===== src/ec_control_two_defines.svh =====
// Purpose: offsets, field positions, reset values and timing counts
// Assumes: 50 MHz clock
// Notes: included by every module file; the package holds only types
`ifndef EC_CONTROL_TWO_DEFINES_SVH
`define EC_CONTROL_TWO_DEFINES_SVH
`define ADDR_CANCELLER_A_CONTROL_TWO 6'h01
`define ADDR_CANCELLER_A_STATUS 6'h02
`define ADDR_CANCELLER_B_CONTROL_TWO 6'h21
`define ADDR_CANCELLER_B_STATUS 6'h22
`define RESET_CONTROL_TWO 8'h00
`define BIT_TONE_DISABLE_CTL 7
`define BIT_PHASE_REVERSAL_QUAL_OFF 6
`define BIT_NONLINEAR_PROCESSOR_OFF 5
`define BIT_AUTOMATIC_TONE_BYPASS 4
`define BIT_NARROWBAND_DETECTOR_OFF 3
`define BIT_OFFSET_NULLING_FILTER_OFF 2
`define BIT_SEND_OUTPUT_SILENCE 1
`define BIT_RECEIVE_OUTPUT_SILENCE 0
`define BIT_STATUS_TONE 6
`define BIT_STATUS_GATED_TONE 1
`define CLK_PERIOD_NS 20
`define PAIR_MIN_NS 350
`define PAIR_MAX_NS 20000
`define PAIR_MIN_CYCLES ((`PAIR_MIN_NS + `CLK_PERIOD_NS - 1) / `CLK_PERIOD_NS)
`define PAIR_MAX_CYCLES (`PAIR_MAX_NS / `CLK_PERIOD_NS)
`define QUIET_CODE 8'hff
`endif


===== src/ec_control_two_pkg.sv =====
// Purpose: shared types for the control-two register bank
// Assumes: nothing
// Notes: constants live in the defines header
package ec_control_two_pkg;
    typedef enum logic [1:0] {
        PAIR_IDLE,
        PAIR_ARMED
    } pair_state_e;
    typedef logic [7:0] sample_t;
endpackage


===== src/ec_control_two.sv =====
// Purpose: second control register of one canceller group, copies A and B
// Assumes: host port with one-cycle strobes, read data one cycle later
// Notes:
// Notes on behaviour
// - reversal qualification off: any 2100 Hz fires
// - qualification on: only phase-reversing tone fires
// - filter-off bit bypasses both input high-pass filters
// - filter on removes dc on both inputs
// - gated flag needs automatic bypass and tone
//
// Chosen here: the address-and-strobe port.
`include "ec_control_two_defines.svh"
`timescale 1ns/10ps
`default_nettype none
module ec_control_two
    import ec_control_two_pkg::*;
#(
    parameter int PAIR_MIN = `PAIR_MIN_CYCLES,
    parameter int PAIR_MAX = `PAIR_MAX_CYCLES
) (
    // clock and reset
    input wire logic I_CLK,
    input wire logic I_RESET,
    // register port
    input wire logic [5:0] i_addr,
    input wire logic [7:0] i_wdata,
    input wire logic i_wr,
    input wire logic i_rd,
    output logic [7:0] o_rdata,
    // tone detector indications, canceller a then b
    input wire logic i_a_tone_present,
    input wire logic i_a_phase_reversal_seen,
    input wire logic i_b_tone_present,
    input wire logic i_b_phase_reversal_seen,
    // sample streams, canceller a
    input wire logic i_a_valid,
    input wire sample_t i_a_rin,
    input wire sample_t i_a_sin,
    output sample_t o_a_rout,
    output sample_t o_a_sout,
    // sample streams, canceller b
    input wire logic i_b_valid,
    input wire sample_t i_b_rin,
    input wire sample_t i_b_sin,
    output sample_t o_b_rout,
    output sample_t o_b_sout,
    // control levels to the canceller cores
    output logic O_A_TONE_DISABLE_CTL,
    output logic O_A_NONLINEAR_PROCESSOR_OFF,
    output logic O_A_NARROWBAND_DETECTOR_OFF,
    output logic O_B_TONE_DISABLE_CTL,
    output logic O_B_NONLINEAR_PROCESSOR_OFF,
    output logic O_B_NARROWBAND_DETECTOR_OFF,
    // gated tone flags
    output logic o_a_gated_tone_flag,
    output logic o_b_gated_tone_flag
);
    // register state, pair tracking and registered read data
    logic [7:0] canceller_a_control_two, next_a;
    logic [7:0] canceller_b_control_two, next_b;
    logic [7:0] pending, next_pending;
    logic [15:0] gap, next_gap;
    pair_state_e pair_state, next_pair_state;
    logic [7:0] rdata, next_rdata;
    logic a_tone, b_tone, a_gated, b_gated;

    // one decoder for every strobe, so a read and a write agree on what hits
    function automatic logic hit(input logic strobe, input logic [5:0] addr, input logic [5:0] target);
        hit = strobe && (addr == target);
    endfunction

    // both ends of the pairing window are inclusive
    function automatic logic in_window(input logic [15:0] count);
        in_window = (32'(count) >= PAIR_MIN) && (32'(count) <= PAIR_MAX);
    endfunction

    // reserved status bits read as zero
    function automatic logic [7:0] status_byte(input logic tone, input logic gated);
        status_byte = 8'h00;
        status_byte[`BIT_STATUS_TONE] = tone;
        status_byte[`BIT_STATUS_GATED_TONE] = gated;
    endfunction

    // canceller a commits on a single write
    always_comb begin
        next_a = canceller_a_control_two;
        if (hit(i_wr, i_addr, `ADDR_CANCELLER_A_CONTROL_TWO)) begin
            next_a = i_wdata;
        end
    end

    always_ff @(posedge I_CLK) begin
        if (I_RESET) begin
            canceller_a_control_two <= `RESET_CONTROL_TWO;
        end else begin
            canceller_a_control_two <= next_a;
        end
    end

    // canceller b takes a value only when confirmed by an identical second write
    always_comb begin
        next_b = canceller_b_control_two;
        next_pending = pending;
        next_pair_state = pair_state;
        next_gap = gap;
        // the count saturates so a stalled pair can never wrap back into the window
        if (pair_state == PAIR_ARMED && gap != 16'hffff) begin
            next_gap = gap + 16'h0001;
        end
        case (pair_state)
            PAIR_IDLE: begin
                if (hit(i_wr, i_addr, `ADDR_CANCELLER_B_CONTROL_TWO)) begin
                    next_pending = i_wdata;
                    next_pair_state = PAIR_ARMED;
                    next_gap = 16'h0001;
                end
            end
            PAIR_ARMED: begin
                if (hit(i_wr, i_addr, `ADDR_CANCELLER_B_CONTROL_TWO)) begin
                    if (i_wdata == pending && in_window(gap)) begin
                        next_b = i_wdata;
                        next_pair_state = PAIR_IDLE;
                    end else begin
                        // a bad second write starts a fresh pair
                        next_pending = i_wdata;
                        next_gap = 16'h0001;
                    end
                end else if (i_wr) begin
                    // any other write breaks the back-to-back sequence
                    next_pair_state = PAIR_IDLE;
                end else if (32'(gap) > PAIR_MAX) begin
                    next_pair_state = PAIR_IDLE;
                end
            end
            default: begin
                next_pair_state = PAIR_IDLE;
            end
        endcase
    end

    always_ff @(posedge I_CLK) begin
        if (I_RESET) begin
            canceller_b_control_two <= `RESET_CONTROL_TWO;
            pending <= 8'h00;
            gap <= 16'h0000;
            pair_state <= PAIR_IDLE;
        end else begin
            canceller_b_control_two <= next_b;
            pending <= next_pending;
            gap <= next_gap;
            pair_state <= next_pair_state;
        end
    end

    // reads: unmapped addresses answer zero
    always_comb begin
        next_rdata = 8'h00;
        if (hit(i_rd, i_addr, `ADDR_CANCELLER_A_CONTROL_TWO)) begin
            next_rdata = canceller_a_control_two;
        end else if (hit(i_rd, i_addr, `ADDR_CANCELLER_B_CONTROL_TWO)) begin
            next_rdata = canceller_b_control_two;
        end else if (hit(i_rd, i_addr, `ADDR_CANCELLER_A_STATUS)) begin
            next_rdata = status_byte(a_tone, a_gated);
        end else if (hit(i_rd, i_addr, `ADDR_CANCELLER_B_STATUS)) begin
            next_rdata = status_byte(b_tone, b_gated);
        end
    end

    // read data stands for one cycle only, then falls back to zero
    always_ff @(posedge I_CLK) begin
        if (I_RESET) begin
            rdata <= 8'h00;
        end else begin
            rdata <= next_rdata;
        end
    end

    assign o_rdata = rdata;

    // the two sample paths are alike; each takes its own control byte, tone indications and sample streams
    ec_sample_path path_a (
        .I_CLK(I_CLK),
        .I_RESET(I_RESET),
        .i_control(canceller_a_control_two),
        .i_tone_present(i_a_tone_present),
        .i_phase_reversal_seen(i_a_phase_reversal_seen),
        .i_valid(i_a_valid),
        .i_rin(i_a_rin),
        .i_sin(i_a_sin),
        .o_rout(o_a_rout),
        .o_sout(o_a_sout),
        .o_tone_detect(a_tone),
        .o_gated_tone_flag(a_gated)
    );

    ec_sample_path path_b (
        .I_CLK(I_CLK),
        .I_RESET(I_RESET),
        .i_control(canceller_b_control_two),
        .i_tone_present(i_b_tone_present),
        .i_phase_reversal_seen(i_b_phase_reversal_seen),
        .i_valid(i_b_valid),
        .i_rin(i_b_rin),
        .i_sin(i_b_sin),
        .o_rout(o_b_rout),
        .o_sout(o_b_sout),
        .o_tone_detect(b_tone),
        .o_gated_tone_flag(b_gated)
    );

    assign o_a_gated_tone_flag = a_gated;
    assign o_b_gated_tone_flag = b_gated;

    // the cores see a new level in the cycle after the write lands
    assign O_A_TONE_DISABLE_CTL = canceller_a_control_two[`BIT_TONE_DISABLE_CTL];
    assign O_A_NONLINEAR_PROCESSOR_OFF = canceller_a_control_two[`BIT_NONLINEAR_PROCESSOR_OFF];
    assign O_A_NARROWBAND_DETECTOR_OFF = canceller_a_control_two[`BIT_NARROWBAND_DETECTOR_OFF];
    assign O_B_TONE_DISABLE_CTL = canceller_b_control_two[`BIT_TONE_DISABLE_CTL];
    assign O_B_NONLINEAR_PROCESSOR_OFF = canceller_b_control_two[`BIT_NONLINEAR_PROCESSOR_OFF];
    assign O_B_NARROWBAND_DETECTOR_OFF = canceller_b_control_two[`BIT_NARROWBAND_DETECTOR_OFF];
endmodule
`default_nettype wire


===== src/ec_sample_path.sv =====
// Purpose: per-canceller sample path: offset nulling, tone gating and muting
// Assumes: one sample per i_*_valid pulse
// Notes: first-order dc-removal high-pass on signed 8-bit linear samples
`include "ec_control_two_defines.svh"
`timescale 1ns/10ps
`default_nettype none
module ec_sample_path
    import ec_control_two_pkg::*;
#(
    parameter int HPF_SHIFT = 4
) (
    // clock and reset
    input wire logic I_CLK,
    input wire logic I_RESET,
    // control bits
    input wire logic [7:0] i_control,
    // tone detector raw indications
    input wire logic i_tone_present,
    input wire logic i_phase_reversal_seen,
    // samples in
    input wire logic i_valid,
    input wire sample_t i_rin,
    input wire sample_t i_sin,
    // samples out
    output sample_t o_rout,
    output sample_t o_sout,
    output logic o_tone_detect,
    output logic o_gated_tone_flag
);
    logic signed [15:0] rin_dc, sin_dc, next_rin_dc, next_sin_dc;
    sample_t rout, sout, next_rout, next_sout;
    logic tone, next_tone;

    function automatic sample_t hpf_out(input sample_t x, input logic signed [15:0] dc);
        logic signed [15:0] d;
        d = 16'($signed({{8{x[7]}}, x})) - (dc >>> HPF_SHIFT);
        if (d > 16'sd127) begin
            hpf_out = 8'h7f;
        end else if (d < -16'sd128) begin
            hpf_out = 8'h80;
        end else begin
            hpf_out = d[7:0];
        end
    endfunction

    function automatic logic signed [15:0] dc_step(input sample_t x, input logic signed [15:0] dc);
        dc_step = dc + 16'($signed({{8{x[7]}}, x})) - (dc >>> HPF_SHIFT);
    endfunction

    always_comb begin
        next_rin_dc = rin_dc;
        next_sin_dc = sin_dc;
        next_rout = rout;
        next_sout = sout;
        // without reversal qualification any 2100 Hz tone fires
        next_tone = i_tone_present && (i_control[`BIT_PHASE_REVERSAL_QUAL_OFF] || i_phase_reversal_seen);
        if (i_valid) begin
            if (i_control[`BIT_OFFSET_NULLING_FILTER_OFF]) begin
                next_rout = i_rin;
                next_sout = i_sin;
            end else begin
                next_rin_dc = dc_step(i_rin, rin_dc);
                next_sin_dc = dc_step(i_sin, sin_dc);
                next_rout = hpf_out(i_rin, rin_dc);
                next_sout = hpf_out(i_sin, sin_dc);
            end
        end
    end

    always_ff @(posedge I_CLK) begin
        if (I_RESET) begin
            rin_dc <= '0;
            sin_dc <= '0;
            rout <= '0;
            sout <= '0;
            tone <= 1'b0;
        end else begin
            rin_dc <= next_rin_dc;
            sin_dc <= next_sin_dc;
            rout <= next_rout;
            sout <= next_sout;
            tone <= next_tone;
        end
    end

    // muting is applied after the register so a mute change acts at once
    assign o_rout = i_control[`BIT_RECEIVE_OUTPUT_SILENCE] ? `QUIET_CODE : rout;
    assign o_sout = i_control[`BIT_SEND_OUTPUT_SILENCE] ? `QUIET_CODE : sout;
    assign o_tone_detect = tone;
    assign o_gated_tone_flag = tone && i_control[`BIT_AUTOMATIC_TONE_BYPASS];
endmodule
`default_nettype wire


===== config.mk =====
export PLATFORM = sky130hd
export DESIGN_NAME = ec_control_two
export DESIGN_NICKNAME = d
export VERILOG_FILES = /design/src/ec_control_two_pkg.sv /design/src/ec_control_two.sv /design/src/ec_sample_path.sv
export VERILOG_INCLUDE_DIRS = /design/src
export SDC_FILE = /design/constraint.sdc
export NUM_CORES = 1
export LEC_CHECK = 0
export ABC_AREA = 1
export BUFFER_PORTS_ARGS = -buffer_cell sky130_fd_sc_hd__clkbuf_2
export CAP_MARGIN = 20
export CORE_MARGIN = 4
export CORE_UTILIZATION = 63
export CTS_CLUSTER_DIAMETER = 120
export CTS_CLUSTER_SIZE = 28
export DETAILED_ROUTE_END_ITERATION = 12
export PLACE_DENSITY = 0.94
export SLEW_MARGIN = 20
export SYNTH_ARGS = -nofsm -noshare
export SYNTH_HDL_FRONTEND = slang
export SYNTH_SLANG_ARGS = --single-unit

===== constraint.sdc =====
create_clock -name I_CLK -period 3 [get_ports I_CLK]
set_input_delay 0.3 -clock I_CLK [delete_from_list [all_inputs] [get_ports I_CLK]]
set_output_delay 0.3 -clock I_CLK [all_outputs]
set_load 0.02 [all_outputs]

==> reports/results.tsv <==
metric	value	unit
outcome	completed	
ys_ff_latch	147	
final_core_util	0.706	
highest_layer	met5	
dr.pass1.iters	5	
switchingPower	9.89	mW
synth-seq-area-share	0.209	
syn_to_final_growth	10.0	%
synth-edff-count	0	
fp.dieH	157	um
die-area	0.0248	mm2
nets	2395	
crit_path_end_kind	flop	
htreeDepth	4	
ant_nets	0	
clk_pin_slew	0.08	ns
crit_path_max_fanout	4	
place_congestion	0.965	
multi_input_area	0.00928	mm2
netlist_area	0.0140	mm2
dr_wl_met2	18400	um
holdCritPathClass	input pin to flop	
p_leak	8.14	nW
final_cell_mix	inv_1 (423), nand2_1 (422), a21oi_1 (190), dfxtp_1 (147), ha_1 (114)	
max_freq	364	MHz
ir_drop	0.834	mV
power.density	1200	mW/mm2
p_total	18.5	mW
track_usage	0.312	
yosysUniqueCellTypes	51	
synthArstFlopShare	0	
grt_max_degree	60	
clock_skew	0.0110	ns
drive_gt1_frac	0.134	
rsz0062_at_grt	no	
post_cts_buffers	0	
ctsHoldBuffers	0	
synth_nets	2298	
p_comb_frac	0.729	
power.internal	8.66	mW
num_vias	13900	
regArea	0.00294	mm2
cp-start-kind	flop	
rr_worst_depth	14	
path_class	flop to flop	
hold_viol	0	
nFillCells	1734	
synth_area_per_cell	6.81	um2
grt_pass1_vias	13500	
drtIter0Drc	1281	
crit_arrival	3.14	ns
io_pins	104	
routed_wl	38400	um
fin_crit	2.75	ns
dpl-instance-area	0.0149	mm2
seqPwrFrac	0.152	
design_area	0.0155	mm2
tns	0	ns
fin_crit_sh	0.916	
numPortBuffers	103	
min_delay_path_depth	3	
wl_met1	16100	um
post_cts_resized	0	
holdWs	0.0621	ns
initial_core_util	0.642	
viasPerCell	5.67	
clock_sinks	147	
tightestPinTransition	0.852	ns
cts_root_buf	clkbuf_16	
setup_viol	0	
numCtsBuffers	17	
dp_hpwl	29200	um
clockPowerShare	0.119	
chipWidth	157	um
maxSlewViolCount	0	
synthCells	2064	
switching_share	0.533	
detail_route.wl_per_cell	15.6	um
cp.required	3.39	ns
antennaDiodeCount	0	
slew-limit-headroom	0.432	
cts_tree	yes	
grt_overflow	0	
core	0.0219	mm2
wl_met3	2530	um
yosysWarnings	0	
clkLatencyLatePin	0.44	ns
yosys_most_used_dff	dfxtp_1	
layout_commonest_cell	inv_1	
antenna_found_initial	1	
row_count	54	
route.detailed.drc	0	
cts_buffer_depth	2	
cap_violations	0	
grt_first_pass_wirelength	63900	um
power by group through the flow:
stage | clock [mW] | sequential (mW) | combinational, mW
floorplan | 0 | 2.70 | 10.3
global placement | 0 | 2.81 | 12.6
detailed placement | 0 | 2.83 | 13.1
CTS | 2.21 | 2.80 | 13.3
global route | 2.30 | 2.85 | 15.3
finish | 2.21 | 2.82 | 13.5
kinds of logic (layout without fill, tap and decap cells):
family / Yosys count / after routing / share of synthesized area
AO/OA/AOI/OAI: 405 / 405 / 0.169
XOR/XNOR: 83 / 83 / 0.0517
adder cells (fa/ha/maj): 178 / 178 / 0.193
buffers and inverters: 477 / 587 / 0.130
flip-flops: 147 / 147 / 0.209
AND/OR/NAND/NOR: 774 / 774 / 0.248
per-layer routing:
metal | global-route usage | up-vias
met5 | 0 | -
met4 | 0.122 | 2
met3 | 0.0448 | 116
met2 | 0.533 | 580
met1 | 0.400 | 6468
li1 | - | 6753
worst max-delay path: stages, from the launching register on:
cell and delay [ns]:
dfxtp_1 0.40, inv_1 0.15, fa_1 0.52, inv_1 0.04
ha_1 0.34, a21oi_1 0.25, nand2_1 0.10, nand2_1 0.07
nand3_1 0.13, nand4_1 0.12, nand2_1 0.07, or2_2 0.28
nand3_1 0.09, o211ai_1 0.09, inv_1 0.06
per-stage QoR:
step	std cells	worst slack (ns)
finish	2454	0.252
global route	2454	0.0346
CTS	2454	0.300
detailed placement	2422	0.0852
global placement	2422	0.190
floorplan	2064	0.445
area by class of cell:
class	instances	area share
Clock buffer	17	0.0275
Clock inverter	15	0.0118
Inverter	436	0.106
Multi-Input combinational cell	1440	0.601
Sequential cell	147	0.190
Tap cell	280	0.0227
Timing Repair Buffer	119	0.0413
worst paths after layout:
check,start,slack [ns],end
hold reg to reg,path_a.sout[7],0.47,path_a.sout[7]
setup reg to reg,path_b.sin_dc[6],0.25,path_b.sin_dc[15]
setup / recovery,path_b.sin_dc[6],0.25,path_b.sin_dc[15]
hold / removal,i_b_tone_present,0.06,path_b.o_tone_detect
Yosys cell counts, types with 3 or more instances:
master | n | area, um2
xor2_1 | 57 | 499
a21oi_4 | 4 | 65.1
nor2_2 | 7 | 43.8
nor3_1 | 27 | 135
a211oi_1 | 7 | 52.6
xnor2_1 | 26 | 228
nand2_4 | 5 | 56.3
a21oi_1 | 190 | 951
nand3b_1 | 8 | 60.1
a31oi_1 | 12 | 75.1
nand3_1 | 99 | 495
o31ai_1 | 5 | 37.5
nor4_1 | 3 | 18.8
nor2_4 | 3 | 33.8
nand2_2 | 19 | 119
clkbuf_1 | 32 | 120
o21ai_1 | 5 | 25.0
o211ai_1 | 10 | 75.1
nand3_2 | 9 | 90.1
ha_1 | 114 | 1430
nand4_1 | 25 | 156
buf_1 | 3 | 11.3
nand2_1 | 422 | 1580
o21ai_0 | 109 | 546
buf_6 | 4 | 45.0
a21oi_2 | 36 | 315
a21o_1 | 9 | 67.6
fa_1 | 64 | 1280
nor3_2 | 3 | 30.0
nor2_1 | 104 | 390
dfxtp_1 | 147 | 2940
or2_2 | 33 | 206
inv_1 | 425 | 1600
inv_2 | 11 | 41.3
o21a_1 | 5 | 37.5
state kept, by name, summed over array words and instances, names as in the netlist:
name and count:
gap 16, path_a.rin_dc 16, path_a.sin_dc 16, path_b.rin_dc 16, path_b.sin_dc 16, canceller_a_control_two 8
canceller_b_control_two 8, o_rdata 8, path_a.rout 8, path_a.sout 8, path_b.rout 8, path_b.sout 8
pending 8, pair_state 1, path_a.o_tone_detect 1, path_b.o_tone_detect 1
Note: power is estimated with default switching activity, not from simulation.
